[src/common/ltm_pkg.sv]
// package: mode, pin bundle and timing constants of the link mode controller
package ltm_pkg;

  // operating modes of the transceiver logic
  typedef enum logic [1:0] {
    LTM_SLEEP,
    LTM_FAILSAFE,
    LTM_NORMAL
  } ltm_mode_type;

  // pin levels sampled from outside, carried together through the synchroniser
  typedef struct packed {
    logic bus;   // bus level, 1 = recessive
    logic txd;   // transmit input level
    logic en;    // mode-select level
    logic wake;  // local wake input level, 0 = request
    logic uv;    // supply undervoltage indication, 1 = low supply
  } ltm_pins_type;

  // clock and time base
  localparam int CLK_PERIOD_NS = 25;
  localparam int TICK_NS = 1000;
  localparam int TICK_CYCLES = (TICK_NS + CLK_PERIOD_NS - 1) / CLK_PERIOD_NS;
  localparam int TICK_W = 6;

  // filter and time-out durations, in microseconds; the time-out is first given in milliseconds
  localparam int BUS_WAKE_US = 90;
  localparam int LOCAL_WAKE_US = 35;
  localparam int TXD_HIGH_US = 10;
  localparam int WAKE_REARM_US = 6;
  localparam int DOM_TIMEOUT_MS = 40;
  localparam int DOM_TIMEOUT_US = DOM_TIMEOUT_MS * 1000;

  // microsecond counts; the first tick lands anywhere in the first
  // microsecond, so every filter counts one tick past its time
  localparam int BUS_WAKE_TICKS = (BUS_WAKE_US * 1000) / TICK_NS + 1;
  localparam int LOCAL_WAKE_TICKS = (LOCAL_WAKE_US * 1000) / TICK_NS + 1;
  localparam int TXD_HIGH_TICKS = (TXD_HIGH_US * 1000) / TICK_NS + 1;
  localparam int WAKE_REARM_TICKS = (WAKE_REARM_US * 1000) / TICK_NS + 1;
  localparam int CNT_W = 16;

  // reset values
  localparam logic RXD_RST = 1'b1;
  // synchroniser contents at reset: pins at their idle levels, so no false
  // bus change or wake edge follows reset
  localparam ltm_pins_type PINS_RST =
    '{bus: 1'b1, txd: 1'b0, en: 1'b0, wake: 1'b1, uv: 1'b0};
  localparam logic BUF_DEPTH_BITS = 1'b1;

endpackage

[src/rtl/ltm_mode_ctrl.sv]
// mode control and data path of a single-wire vehicle bus transceiver
//
// Functional notes
// - normal mode: transmit low pulls bus dominant, high releases it
// - with time-out built in, transmit low past 40 ms forces recessive
// - after time-out, driver stays off until transmit high over 10 us
// - in normal mode, receive output is high for recessive bus, low for dominant
// - mode-select high means normal mode with both paths enabled
// - mode-select falling while transmit high enters sleep, no transmit
// - mode-select low or open reads low and keeps sleep
// - regulator switch on in normal and fail-safe modes
// - regulator switch off in sleep mode
// - a qualified local or remote wake-up turns regulator switch on
// - at power-up enter fail-safe with regulator switch on
// - supply undervoltage blocks every transmission onto the bus
// - fail-safe mode after a wake-up turns transmit pin into wake-source output
// - after local wake-up the transmit pin is pulled low strongly
// - bus termination only in normal and fail-safe modes
// - in sleep nothing is transmitted until mode-select goes high
// - remote wake-up needs bus dominant for 90 us filter time
// - local wake-up needs wake input low for 35 us filter time
// - fail-safe enters normal when mode-select goes high
// - wake request and wake source flags clear when mode-select rises
// - wake source: weak pull-down for remote, strong for local
// - after entering normal, driver waits for transmit high over 10 us
`timescale 1ns/100ps
`default_nettype none

module ltm_mode_ctrl
  import ltm_pkg::*;
#(
  parameter bit DOM_TIMEOUT_EN = 1'b1,
  parameter int DOM_TIMEOUT_TICKS = DOM_TIMEOUT_US
) (
  input wire logic ref_clk,
  input wire logic sys_rst,
  input wire logic txd_in,
  input wire logic mode_select,
  input wire logic wake_in,
  input wire logic bus_in,
  input wire logic supply_low,
  input wire logic rx_stall,
  output logic bus_drive,
  output logic rxd_out,
  output logic txd_out,
  output logic txd_oe,
  output logic txd_strong,
  output logic regulator_switch_out,
  output logic termination_en,
  output logic rx_buf_ready,
  output logic [1:0] mode_out
);

  ////////////////////////////////////////////////////////////////////////////
  // input synchroniser and microsecond tick

  ltm_pins_type pins_raw;
  ltm_pins_type pins_meta_q;
  ltm_pins_type pins_q;
  logic [TICK_W-1:0] tick_cnt_q;
  logic tick_q;

  assign pins_raw = '{bus: bus_in, txd: txd_in, en: mode_select,
                      wake: wake_in, uv: supply_low};

  // two stages; only pins_q is read by any logic
  always_ff @(posedge ref_clk or posedge sys_rst) begin
    if (sys_rst) begin
      pins_meta_q <= PINS_RST;
      pins_q <= PINS_RST;
    end else begin
      pins_meta_q <= pins_raw;
      pins_q <= pins_meta_q;
    end
  end

  // one-cycle enable every microsecond, base of all filters
  always_ff @(posedge ref_clk or posedge sys_rst) begin
    if (sys_rst) begin
      tick_cnt_q <= '0;
      tick_q <= 1'b0;
    end else if (tick_cnt_q == TICK_W'(TICK_CYCLES - 1)) begin
      tick_cnt_q <= '0;
      tick_q <= 1'b1;
    end else begin
      tick_cnt_q <= tick_cnt_q + 1'b1;
      tick_q <= 1'b0;
    end
  end

  // saturating counter step used by every filter
  function automatic logic [CNT_W-1:0] cnt_step(input logic [CNT_W-1:0] c,
                                                input logic run,
                                                input logic tick);
    if (!run) begin
      cnt_step = '0;
    end else if (tick && c != '1) begin
      cnt_step = c + 1'b1;
    end else begin
      cnt_step = c;
    end
  endfunction

  ////////////////////////////////////////////////////////////////////////////
  // wake-up filters

  logic [CNT_W-1:0] bus_dom_cnt_q;
  logic [CNT_W-1:0] wake_low_cnt_q;
  logic [CNT_W-1:0] wake_high_cnt_q;
  logic bus_dom_long_q;
  logic wake_armed_q;
  logic remote_wake;
  logic local_wake;

  // filter counters run only while their level holds
  always_ff @(posedge ref_clk or posedge sys_rst) begin
    if (sys_rst) begin
      bus_dom_cnt_q <= '0;
      wake_low_cnt_q <= '0;
      wake_high_cnt_q <= '0;
    end else begin
      bus_dom_cnt_q <= cnt_step(bus_dom_cnt_q, !pins_q.bus, tick_q);
      wake_low_cnt_q <= cnt_step(wake_low_cnt_q, !pins_q.wake, tick_q);
      wake_high_cnt_q <= cnt_step(wake_high_cnt_q, pins_q.wake, tick_q);
    end
  end

  // remote: dominant long enough, then the rising edge ends the request;
  // a stuck-low wake input is re-armed only after a real high phase
  always_ff @(posedge ref_clk or posedge sys_rst) begin
    if (sys_rst) begin
      bus_dom_long_q <= 1'b0;
      wake_armed_q <= 1'b0;
    end else begin
      if (pins_q.bus) begin
        bus_dom_long_q <= 1'b0;
      end else if (bus_dom_cnt_q >= CNT_W'(BUS_WAKE_TICKS)) begin
        bus_dom_long_q <= 1'b1;
      end
      if (local_wake) begin
        wake_armed_q <= 1'b0;
      end else if (wake_high_cnt_q >= CNT_W'(WAKE_REARM_TICKS)) begin
        wake_armed_q <= 1'b1;
      end
    end
  end

  assign remote_wake = bus_dom_long_q && pins_q.bus;
  assign local_wake = wake_armed_q &&
                      wake_low_cnt_q >= CNT_W'(LOCAL_WAKE_TICKS);

  ////////////////////////////////////////////////////////////////////////////
  // mode sequencing

  ltm_mode_type mode_q;
  logic en_prev_q;
  logic wake_req_q;
  logic wake_local_q;

  always_ff @(posedge ref_clk or posedge sys_rst) begin
    if (sys_rst) begin
      en_prev_q <= 1'b0;
    end else begin
      en_prev_q <= pins_q.en;
    end
  end

  // power-up lands in fail-safe; open mode-select reads low
  always_ff @(posedge ref_clk or posedge sys_rst) begin
    if (sys_rst) begin
      mode_q <= LTM_FAILSAFE;
    end else begin
      unique case (mode_q)
        LTM_SLEEP: begin
          if (pins_q.en) begin
            mode_q <= LTM_NORMAL;
          end else if (remote_wake || local_wake) begin
            mode_q <= LTM_FAILSAFE;
          end
        end
        LTM_FAILSAFE: begin
          if (pins_q.en) begin
            mode_q <= LTM_NORMAL;
          end
        end
        LTM_NORMAL: begin
          // low mode-select with transmit high is the sleep command
          if (!pins_q.en && pins_q.txd) begin
            mode_q <= LTM_SLEEP;
          end
        end
      endcase
    end
  end

  // wake flags: set only in sleep, cleared as soon as mode-select rises;
  // a wake and a rise cannot meet since setting needs mode-select low
  always_ff @(posedge ref_clk or posedge sys_rst) begin
    if (sys_rst) begin
      wake_req_q <= 1'b0;
      wake_local_q <= 1'b0;
    end else if (mode_q == LTM_SLEEP && !pins_q.en &&
                 (remote_wake || local_wake)) begin
      wake_req_q <= 1'b1;
      wake_local_q <= local_wake;
    end else if (pins_q.en && !en_prev_q) begin
      wake_req_q <= 1'b0;
      wake_local_q <= 1'b0;
    end
  end

  ////////////////////////////////////////////////////////////////////////////
  // transmit path: arming and dominant time-out

  logic [CNT_W-1:0] txd_high_cnt_q;
  logic [CNT_W-1:0] txd_low_cnt_q;
  logic drv_armed_q;
  logic dom_to_q;
  logic in_normal;

  assign in_normal = (mode_q == LTM_NORMAL);

  // the time-out can exceed the counter width, so both sides are widened to 32 bits on compare
  always_ff @(posedge ref_clk or posedge sys_rst) begin
    if (sys_rst) begin
      txd_high_cnt_q <= '0;
      txd_low_cnt_q <= '0;
    end else begin
      txd_high_cnt_q <= cnt_step(txd_high_cnt_q, in_normal && pins_q.txd,
                                 tick_q);
      txd_low_cnt_q <= cnt_step(txd_low_cnt_q, in_normal && !pins_q.txd,
                                tick_q);
    end
  end

  // driver idle on entry to normal and after a time-out until a long high
  always_ff @(posedge ref_clk or posedge sys_rst) begin
    if (sys_rst) begin
      drv_armed_q <= 1'b0;
      dom_to_q <= 1'b0;
    end else if (!in_normal) begin
      drv_armed_q <= 1'b0;
      dom_to_q <= 1'b0;
    end else if (DOM_TIMEOUT_EN && !pins_q.txd &&
                 32'(txd_low_cnt_q) > 32'(DOM_TIMEOUT_TICKS)) begin
      drv_armed_q <= 1'b0;
      dom_to_q <= 1'b1;
    end else if (txd_high_cnt_q >= CNT_W'(TXD_HIGH_TICKS)) begin
      drv_armed_q <= 1'b1;
      dom_to_q <= 1'b0;
    end
  end

  ////////////////////////////////////////////////////////////////////////////
  // receive path: two-entry buffer of bus level changes

  logic buf_mem_q [2];
  logic buf_wr_q;
  logic buf_rd_q;
  logic [1:0] buf_cnt_q;
  logic last_push_q;
  logic push;
  logic pop;

  // a pending change waits in pins_q while full, so the final level survives
  assign push = (pins_q.bus != last_push_q) && buf_cnt_q != 2'd2;
  assign pop = buf_cnt_q != 2'd0 && !rx_stall;

  always_ff @(posedge ref_clk or posedge sys_rst) begin
    if (sys_rst) begin
      buf_mem_q[0] <= RXD_RST;
      buf_mem_q[1] <= RXD_RST;
      buf_wr_q <= 1'b0;
      buf_rd_q <= 1'b0;
      buf_cnt_q <= 2'd0;
      last_push_q <= RXD_RST;
    end else begin
      if (push) begin
        buf_mem_q[buf_wr_q] <= pins_q.bus;
        buf_wr_q <= buf_wr_q ^ BUF_DEPTH_BITS;
        last_push_q <= pins_q.bus;
      end
      if (pop) begin
        buf_rd_q <= buf_rd_q ^ BUF_DEPTH_BITS;
      end
      buf_cnt_q <= buf_cnt_q + {1'b0, push} - {1'b0, pop};
    end
  end

  ////////////////////////////////////////////////////////////////////////////
  // registered outputs

  logic rx_level_q;

  // receive level taken from the buffer head when the reader accepts it
  always_ff @(posedge ref_clk or posedge sys_rst) begin
    if (sys_rst) begin
      rx_level_q <= RXD_RST;
    end else if (pop) begin
      rx_level_q <= buf_mem_q[buf_rd_q];
    end
  end

  // every pin output comes from a flop; one cycle after the mode register
  always_ff @(posedge ref_clk or posedge sys_rst) begin
    if (sys_rst) begin
      bus_drive <= 1'b0;
      rxd_out <= RXD_RST;
      txd_out <= 1'b0;
      txd_oe <= 1'b0;
      txd_strong <= 1'b0;
      regulator_switch_out <= 1'b1;
      termination_en <= 1'b1;
      rx_buf_ready <= 1'b1;
      mode_out <= 2'(LTM_FAILSAFE);
    end else begin
      // undervoltage and non-normal modes never drive the bus
      bus_drive <= in_normal && drv_armed_q && !dom_to_q &&
                   !pins_q.txd && !pins_q.uv;
      unique case (mode_q)
        LTM_NORMAL: rxd_out <= rx_level_q;
        LTM_FAILSAFE: rxd_out <= !wake_req_q;
        LTM_SLEEP: rxd_out <= 1'b1;
      endcase
      // fail-safe: transmit pin reports the wake source
      txd_out <= 1'b0;
      txd_oe <= (mode_q == LTM_FAILSAFE) && wake_req_q;
      txd_strong <= wake_local_q;
      regulator_switch_out <= mode_q != LTM_SLEEP;
      termination_en <= mode_q != LTM_SLEEP;
      rx_buf_ready <= buf_cnt_q != 2'd2 || pop;
      mode_out <= 2'(mode_q);
    end
  end

endmodule

`default_nettype wire

[config.mk]
export PLATFORM = sky130hd
export DESIGN_NAME = ltm_mode_ctrl
export DESIGN_NICKNAME = d
export VERILOG_FILES = /design/src/common/ltm_pkg.sv /design/src/rtl/ltm_mode_ctrl.sv
export SDC_FILE = /design/constraint.sdc
export NUM_CORES = 1
export LEC_CHECK = 0
export BUFFER_PORTS_ARGS = -buffer_cell sky130_fd_sc_hd__buf_2
export CAP_MARGIN = 20
export CORE_AREA = 2 2 102 104
export DETAILED_ROUTE_END_ITERATION = 8
export DIE_AREA = 0 0 104 106
export GPL_TIMING_DRIVEN = 0
export HOLD_SLACK_MARGIN = 0.06
export PLACE_DENSITY = 0.79
export SLEW_MARGIN = 15
export SYNTH_ARGS = -nofsm -noshare
export SYNTH_HDL_FRONTEND = slang
export SYNTH_SLANG_ARGS = --single-unit
[constraint.sdc]
create_clock -name ref_clk -period 5.88 [get_ports ref_clk]
set_clock_uncertainty 0.05 [all_clocks]
set_input_delay 0.588 -clock ref_clk [delete_from_list [all_inputs] [get_ports ref_clk]]
set_output_delay 0.588 -clock ref_clk [all_outputs]
set_load 0.01 [all_outputs]
==> impl_metrics.yaml, run 1 <==
status:
  status: "completed"
sta:
  period_minus_slack_ns: 2.52
  slew_headroom_pct: 44.7
  final_max_slew_viol_count: 0
  finalSetupViolCount: 0
  setup_tns_ns: 0
  rsz0062_at_grt: "no"
  fmax_ghz: 0.396
  hold_viol: 0
  min_period_over_period_pct: 42.9
  whs_ns: 0.0944
  worst-slew-pin-transition_ns: 0.817
layout:
  layout_common_cells: "dfrtp_1 (109), nand2_1 (65), a21oi_1 (49)"
  n_antenna_cell: 0
  post-route-cell-area_um2: 7160
  drive_gt1_share_pct: 11.9
  nNetsFinal: 699
  final_common_cell: "dfrtp_1"
  area_delta_synth_final_pct: 14.5
placed_design:
  gp_congestion: 0.884
  dpl.hpwl_um: 8970
  place_area_um2: 6540
  io_buffers: 16
pwr:
  leakagePower_uw: 0.00287
  ir_drop_mv: 0.268
  power_per_cell_area_nw_per_um2: 322
min_path:
  holdPathEnd: "pins_meta_q[4]$_DFF_PP1_"
  hold_class: "in2reg"
  holdPathStages: 1
  hp-start: "bus_in"
drt:
  wirelength_um: 13900
  drt_iter0_drc: 358
  drc: 0
  viasPerCell: 6.26
  firstDrtPassIters: 5
  avgRoutedWirePerCell_um: 16.9
  vias: 5177
  ant_nets: 0
clock_network:
  cts_tree: "built"
  cts.clk_slew.worst_paths_ns: 0.06
  clockBufferDepth: 2
  cts_inserted_buffers: 17
  clock-sinks: 122
  clk_latency_ns: 0.54
  clockRootBuffer: "clkbuf_8"
  h-tree-depth: 4
run:
  drv_cap: 0
worst_setup_path:
  r2r_start: "tick_q$_DFF_PP0_"
  start_kind: "flip-flop"
  critPathTopFamily: "buffers and inverters"
  crit_fanout: 10
  r2r_cells: 5
  crit_type: "reg2reg"
  arrival_ns: 2.89
  path_buf_inv: 3
  reg2reg_to: "bus_dom_cnt_q[0]$_DFFE_PP0P_"
  path_common_cell: "clkbuf_1"
  r2r_slack_ns: 3.36
  cp_cell_sequence: "clkbuf_1 -> clkbuf_1 -> inv_1 -> a21oi_1 -> mux2_2"
  required_ns: 6.25
  endpoint_kind: "flip-flop"
  max_stage_delay_ns: 0.52
  slowest_stage: "clkbuf_1"
synth:
  synthFlopType: "dfrtp_1"
  postSynthCellCount: 641
  post_synth_num_cell_types: 51
  synth_area_leaders: "dfrtp_1 (44%), dfstp_2 (5.5%), a21oi_1 (3.9%)"
  synth.largest_area_cell: "dfrtp_1"
  syn_avg_cell_area_um2: 9.76
  synth_top_area_share_pct: 43.6
  seq_area_frac_synth_pct: 49.1
  synth_enable_flop_cells: 0
  syn_nets: 662
  netlist_area_um2: 6250
  async_flop_share_pct: 100
  yosysWarnings: 0
  ys_seq_elements: 122
floorplanning:
  row_count: 37
  die_area_um2: 11000
  core_um2: 10000
  die_y_um: 106
  num_io_pins: 18
  die_width_um: 104
  initial_core_util_pct: 62.6
grt:
  grt_pass1_wl_um: 23600
  grt_overflow: 0
  track_usage_pct: 26.7
  grt_antenna_before_repair: 0
  grt_pass1_vias: 4961
  grt_max_degree: 84
[per-layer routing]
metal / vias up / global-route usage [%] / routed length [um]
met2: 162 / 44.0 / 6900
met4: 0 / 10.4 / 220
met3: 20 / 6.38 / 678
met1: 2528 / 34.5 / 6140
li1: 2467 / - / -
met5: - / 0 / 0
[cell usage after synthesis (all sizes together), types with 5 or more instances]
cell	count
a211oi	10
a21oi	49
a31oi	8
and2	5
and3	8
and4	10
clkbuf	21
dfrtp	109
dfstp	13
ha	13
inv	25
mux2	16
mux2i	22
nand2	65
nand2b	18
nand3	22
nand4	25
nor2	39
nor2b	11
nor3	19
nor4	13
o21ai	22
o311ai	8
o31ai	11
o41ai	9
or3	14
or4	14
xnor2	7
[final cells by class]
cell class	instances	area (um^2)
buffer	25	104
clock buffer	24	470
clock inverter	8	143
fill	738	2840
timing repair buffer	18	118
tap	136	170
inverter	25	98.8
sequential	122	3070
multi-input combinational	469	2990
[where the power goes]
part	internal [uW]	switching, uW	total [uW]
combinational	115	154	268
sequential	916	35.6	951
clock	720	364	1080
[cell families after synthesis]
kind of cell / count (synthesis) / synth area share, %
XOR/XNOR: 11 / 1.54
other: 1 / 0.0600
flip-flops: 122 / 49.1
AO/OA/AOI/OAI: 138 / 14.5
adder cells (fa/ha/maj): 13 / 2.60
multiplexers: 38 / 6.40
AND/OR/NAND/NOR: 268 / 22.7
buffers and inverters: 50 / 3.16
[through the flow]
stage | instances | worst slack, ns | total power, uW | utilization, %
global route | 827 | 3.27 | 2390 | 71.6
global placement | 793 | 0.733 | 1210 | 65.1
finish | 827 | 3.36 | 2300 | 71.6
floorplan | 641 | 2.02 | 1150 | -
CTS | 827 | 3.37 | 2320 | 71.6
detailed placement | 794 | 3.39 | 1230 | 65.4
[worst max-delay path by stage]
stage                     depth (start not counted)  slack [ns]                            end             start
after CTS                                         5        3.37   bus_dom_cnt_q[0]$_DFFE_PP0P_  tick_q$_DFF_PP0_
after global routing                              5        3.27   bus_dom_cnt_q[0]$_DFFE_PP0P_  tick_q$_DFF_PP0_
after global placement                            2        0.73  txd_low_cnt_q[12]$_DFFE_PP0P_           sys_rst
after floorplan                                   1        2.02         buf_cnt_q[0]$_DFF_PP0_           sys_rst
final                                             5        3.36   bus_dom_cnt_q[0]$_DFFE_PP0P_  tick_q$_DFF_PP0_
after detailed placement                          5        3.39   bus_dom_cnt_q[0]$_DFFE_PP0P_  tick_q$_DFF_PP0_
[state kept, by name, indices dropped and copies added (netlist names), 2 cells and up]
name	cells
buf_cnt_q	2
buf_mem_q	2
bus_dom_cnt_q	16
mode_out	2
mode_q	2
pins_meta_q	5
pins_q	5
tick_cnt_q	6
txd_high_cnt_q	16
txd_low_cnt_q	16
wake_high_cnt_q	16
wake_low_cnt_q	16
[timing repair]
item,CTS,global route
endpoints found under the setup margin,0,0
gates resized for setup,0,0
endpoints found under the hold margin,30,0
setup buffers,0,0
hold buffers,1,0
Note: power is estimated with default switching activity, not from simulation.
==> run 2: changes to the inputs <==
CORE_AREA = 2 2 104 106   (was 2 2 102 104)
DIE_AREA = 0 0 106 108   (was 0 0 104 106)
PLACE_DENSITY = 0.76   (was 0.79)
clock period = 2.4 ns   (was 5.88 ns; I/O delays follow)
==> run 2 against run 1 <==
Net effect:
- utilization down 0.47 points
- critical path type unchanged
- worst hold slack better by 0.18 ns
- largest power group unchanged
- routed wire length up 0.16%
- global-route usage down 0.47 points
- non-clock buffer count up 8
- maximum frequency up 16%
- first-iteration DRC count down 3.9%
==> impl_metrics.yaml, run 2 (same netlist as run 1, synthesis figures left out) <==
worst_setup_path:
  crit_type: "reg2reg"
  reg2reg_to: "wake_low_cnt_q[11]$_DFFE_PP0P_"
  crit_end: "wake_low_cnt_q[11]$_DFFE_PP0P_"
  r2r_start: "tick_q$_DFF_PP0_"
  crit_fanout: 11
  endpoint_kind: "flip-flop"
  start_kind: "flip-flop"
  required_ns: 2.80
  arrival_ns: 2.56
  r2r_slack_ns: 0.23
  critPathLaunch: "tick_q$_DFF_PP0_"
  r2r_cells: 5
grt:
  grt_pass1_wl_um: 23900
  grt_antenna_before_repair: 0
  grt_overflow: 0
  grt_max_degree: 31
  grt_pass1_vias: 5154
  track_usage_pct: 26.3
drt:
  ant_nets: 0
  drt_iter0_drc: 344
  avgRoutedWirePerCell_um: 16.7
  vias: 5253
  wirelength_um: 14000
  firstDrtPassIters: 5
  drc: 0
  viasPerCell: 6.29
pwr:
  ir_drop_mv: 0.629
  power_per_cell_area_nw_per_um2: 775
  report.power.total_uw: 5640
  leakagePower_uw: 0.00292
layout:
  final_common_cell: "dfrtp_1"
  drive_gt1_share_pct: 12.6
  layout_common_cells: "dfrtp_1 (109), nand2_1 (65), a21oi_1 (49)"
  nNetsFinal: 707
  area_delta_synth_final_pct: 16.4
  n_antenna_cell: 0
sta:
  period_minus_slack_ns: 2.17
  min_period_over_period_pct: 90.3
  fin_ws_ns: 0.233
  fmax_ghz: 0.461
  final_max_slew_viol_count: 0
  slew_headroom_pct: 49.7
  setup_tns_ns: 0
  worst-slew-pin-transition_ns: 0.743
  rsz0062_at_grt: "no"
  hold_viol: 0
  finalSetupViolCount: 0
clock_network:
  h-tree-depth: 4
  clockBufferDepth: 2
  clock-sinks: 122
  cts_tree: "built"
  clockRootBuffer: "clkbuf_8"
  cts.clk_slew.worst_paths_ns: 0.06
  cts_inserted_buffers: 17
  clk_latency_ns: 0.53
floorplanning:
  initial_core_util_pct: 61.1
  num_io_pins: 18
  core_um2: 10200
  die_area_um2: 11400
  die_y_um: 108
  die_width_um: 106
  row_count: 37
min_path:
  hold_class: "in2async"
placed_design:
  gp_congestion: 0.883
  place_ws_ns: -0.0706
  dpl.hpwl_um: 9470
  io_buffers: 16
status:
  status: "completed"
run:
  drv_cap: 0
[run 2: changes by cell type in the layout (fill, tap and decap cells not counted)]
cell           previous run  this run
clkbuf_2                  0         1
clkbuf_1                 25        21
clkbuf_8                  4         2
clkinvlp_4                1         4
dlygate4sd3_1             1         7
clkinv_2                  3         4
buf_12                    0         2
buf_16                    1         2
[run 2: how the worst min path moves through the flow]
stage / cells past startpoint / start / end / slack, ns
final: 3 / sys_rst / bus_dom_cnt_q[10]$_DFFE_PP0P_ / 0.28
after global routing: 3 / sys_rst / bus_dom_cnt_q[10]$_DFFE_PP0P_ / 0.29
after CTS: 3 / sys_rst / bus_dom_cnt_q[10]$_DFFE_PP0P_ / 0.27
after detailed placement: 2 / sys_rst / bus_dom_cnt_q[10]$_DFFE_PP0P_ / 0.29
after global placement: 0 / pins_meta_q[3]$_DFF_PP0_ / pins_q[3]$_DFF_PP0_ / 0.29
after floorplan: 0 / wake_in / pins_meta_q[1]$_DFF_PP1_ / 0.19
[run 2: critical path: stages, from the launching register on]
cell	delay [ns]
dfrtp_1	0.59
nand4_1	0.24
or3_1	0.37
buf_2	0.18
or4_1	0.50
a21oi_1	0.16
[run 2: where the power goes]
part           internal, uW  total (uW)  leakage [uW]  switching [uW]
clock network          1710        2630      0.000291             921
registers              2240        2330       0.00162            82.8
logic                   299         685       0.00100             386
total                  4250        5640       0.00292            1390
[run 2: cell type report]
class | count | area (um^2)
Buffer | 24 | 101
Clock buffer | 20 | 435
Multi-Input combinational cell | 469 | 2990
Inverter | 25 | 97.6
Timing Repair Buffer | 27 | 245
Sequential cell | 122 | 3070
Tap cell | 136 | 170
Fill cell | 747 | 2950
Clock inverter | 12 | 171
[run 2: metrics by stage]
stage                     utilization, %  hold WS [ns]  instance area [um^2]  instances
after CTS                           71.2         0.267                  7280        836
after detailed placement            64.5         0.287                  6600        797
after global routing                71.1         0.291                  7280        835
final                               71.1         0.275                  7280        835
after global placement              63.6         0.289                  6510        793
after floorplan                        -         0.194                  6260        641
[run 2: per-layer routing]
layer,wire [um],track usage [%]
met1,6170,34.2
met2,6910,42.0
met3,657,6.63
met4,223,11.7
met5,0,0
[run 2: what timing repair did]
item / CTS / global route
hold buffers: 7 / 0
endpoints found under the setup margin: 1 / 1
gates resized for setup: 1 / 0
setup buffers: 0 / 0
endpoints found under the hold margin: 28 / 0
==> run 3: changes to the inputs <==
PLACE_DENSITY = 0.79   (was 0.76)
==> run 3 against run 2 <==
Net effect:
- global-route usage increased by 0.54 points
- count of clock-buffer cells in the layout up 3
- critical endpoint is now bus_dom_cnt_q[0]$_DFFE_PP0P_
- critical path depth did not move
- largest cell class unchanged
==> impl_metrics.yaml, run 3 (same netlist as run 1, synthesis figures left out) <==
placed_design:
  place_area_um2: 6570
  io_buffers: 16
  place_ws_ns: -0.00370
  dpl.hpwl_um: 9420
  gp_congestion: 0.906
sta:
  fmax_ghz: 0.458
  final_max_slew_viol_count: 0
  min_period_over_period_pct: 91.0
  hold_viol: 0
  finalSetupViolCount: 0
  slew_headroom_pct: 50.7
  rsz0062_at_grt: "no"
  period_minus_slack_ns: 2.18
  worst-slew-pin-transition_ns: 0.728
  fin_ws_ns: 0.217
  setup_tns_ns: 0
min_path:
  hold_class: "in2async"
layout:
  nNetsFinal: 707
  final_common_cell: "dfrtp_1"
  drive_gt1_share_pct: 12.3
  layout_common_cells: "dfrtp_1 (109), nand2_1 (65), a21oi_1 (49)"
  area_delta_synth_final_pct: 16.6
  post-route-cell-area_um2: 7290
  n_antenna_cell: 0
clock_network:
  h-tree-depth: 4
  cts_tree: "built"
  clock-sinks: 122
  cts_inserted_buffers: 17
  clk_latency_ns: 0.53
  clockRootBuffer: "clkbuf_8"
  clockBufferDepth: 2
  cts.clk_slew.worst_paths_ns: 0.06
drt:
  firstDrtPassIters: 5
  vias: 5265
  drc: 0
  ant_nets: 0
  drt_iter0_drc: 381
  viasPerCell: 6.31
  avgRoutedWirePerCell_um: 17.1
  wirelength_um: 14300
worst_setup_path:
  start_kind: "flip-flop"
  crit_fanout: 6
  cp_cell_sequence: "ha_1 -> inv_1 -> nor3_1 -> a21oi_1 -> mux2_2"
  arrival_ns: 2.55
  r2r_cells: 5
  required_ns: 2.76
  max_stage_delay_ns: 0.59
  crit_type: "reg2reg"
  endpoint_kind: "flip-flop"
  slowest_stage: "nor3_1"
floorplanning:
  die_area_um2: 11400
  die_width_um: 106
  initial_core_util_pct: 61.1
  core_um2: 10200
  die_y_um: 108
  num_io_pins: 18
  row_count: 37
pwr:
  p_sw_share_pct: 23.5
  p_clk_share_pct: 48.6
  p_switching_uw: 1370
  leakagePower_uw: 0.00293
  ir_drop_mv: 0.640
  power_per_cell_area_nw_per_um2: 803
  p_int_uw: 4480
  seqPwrFrac_pct: 39.8
  p_comb_share_pct: 11.6
grt:
  grt_antenna_before_repair: 0
  use_met1_pct: 33.8
  grt_overflow: 0
  grt_max_degree: 38
  gr-usage-met3_pct: 5.42
  met2_usage_pct: 46.0
  grt_pass1_vias: 5142
  grt.busiest_layer: "met2"
  grt_pass1_wl_um: 24300
  track_usage_pct: 26.8
run:
  drv_cap: 0
status:
  status: "completed"
-- run 3: cell count changes in the layout (fill, tap and decap cells not counted), moves of 2 or more --
| cell | before | now |
|---|---|---|
| bufinv_16 | 4 | 6 |
| buf_16 | 2 | 0 |
| clkbuf_1 | 21 | 23 |
| clkinvlp_4 | 4 | 1 |
-- run 3: final cells by class --
| type | count | area (um^2) |
|---|---|---|
| Buffer | 25 | 106 |
| Tap cell | 136 | 170 |
| Clock inverter | 9 | 195 |
| Clock buffer | 23 | 457 |
| Multi-Input combinational cell | 469 | 2990 |
| Timing Repair Buffer | 26 | 210 |
| Inverter | 25 | 97.6 |
| Fill cell | 710 | 2940 |
| Sequential cell | 122 | 3070 |
-- run 3: path summary, 6_finish.rpt --
path,end,slack (ns),from
worst max-delay path,bus_dom_cnt_q[0]$_DFFE_PP0P_,0.22,bus_dom_cnt_q[0]$_DFFE_PP0P_
worst min-delay path,wake_low_cnt_q[6]$_DFFE_PP0P_,0.25,sys_rst
worst max register to register,bus_dom_cnt_q[0]$_DFFE_PP0P_,0.22,bus_dom_cnt_q[0]$_DFFE_PP0P_
worst min register to register,pins_q[2]$_DFF_PP0_,0.30,pins_meta_q[2]$_DFF_PP0_
max in group asynchronous,pins_meta_q[0]$_DFF_PP0_,1.27,sys_rst
min in group ref_clk,pins_q[2]$_DFF_PP0_,0.30,pins_meta_q[2]$_DFF_PP0_
-- run 3: what timing repair did --
item                                    CTS  global route
resized for setup                         1             2
setup buffers                             0             0
hold endpoints to repair                 27             0
endpoints found under the setup margin    2             1
hold buffers                              7             0
-- run 3: power groups by stage --
stage | Combinational, uW | Sequential, uW | Clock [uW]
floorplan | 466 | 2360 | 0
global placement | 613 | 2360 | 0
detailed placement | 673 | 2360 | 0
CTS | 689 | 2330 | 2860
global route | 769 | 2350 | 2960
finish | 679 | 2330 | 2850
-- run 3: per-stage QoR --
stage	hold WS (ns)	utilization, %	cells	total power, uW
2_1_floorplan	0.194	-	641	2830
3_3_place_gp	0.283	63.6	793	2970
3_5_place_dp	0.256	64.2	796	3040
4_1_cts	0.249	71.3	835	5880
5_1_grt	0.290	71.3	835	6080
6_report	0.247	71.3	835	5860
-- run 3: metal layers --
| metal | routed length [um] | up-vias |
|---|---|---|
| met4 | 272 | 0 |
| li1 | - | 2478 |
| met5 | 0 | - |
| met2 | 7210 | 156 |
| met1 | 6160 | 2600 |
| met3 | 646 | 31 |
-- run 3: worst max-delay path, delay by kind of cell, from the launching register on --
family	cells	cell delay, ns
AOI/OAI and AO/OA	1	0.28
adders and majority gates	1	0.30
buffers and inverters	1	0.10
DFF	1	0.43
muxes	1	0.32
and+or+nand+nor	1	0.59
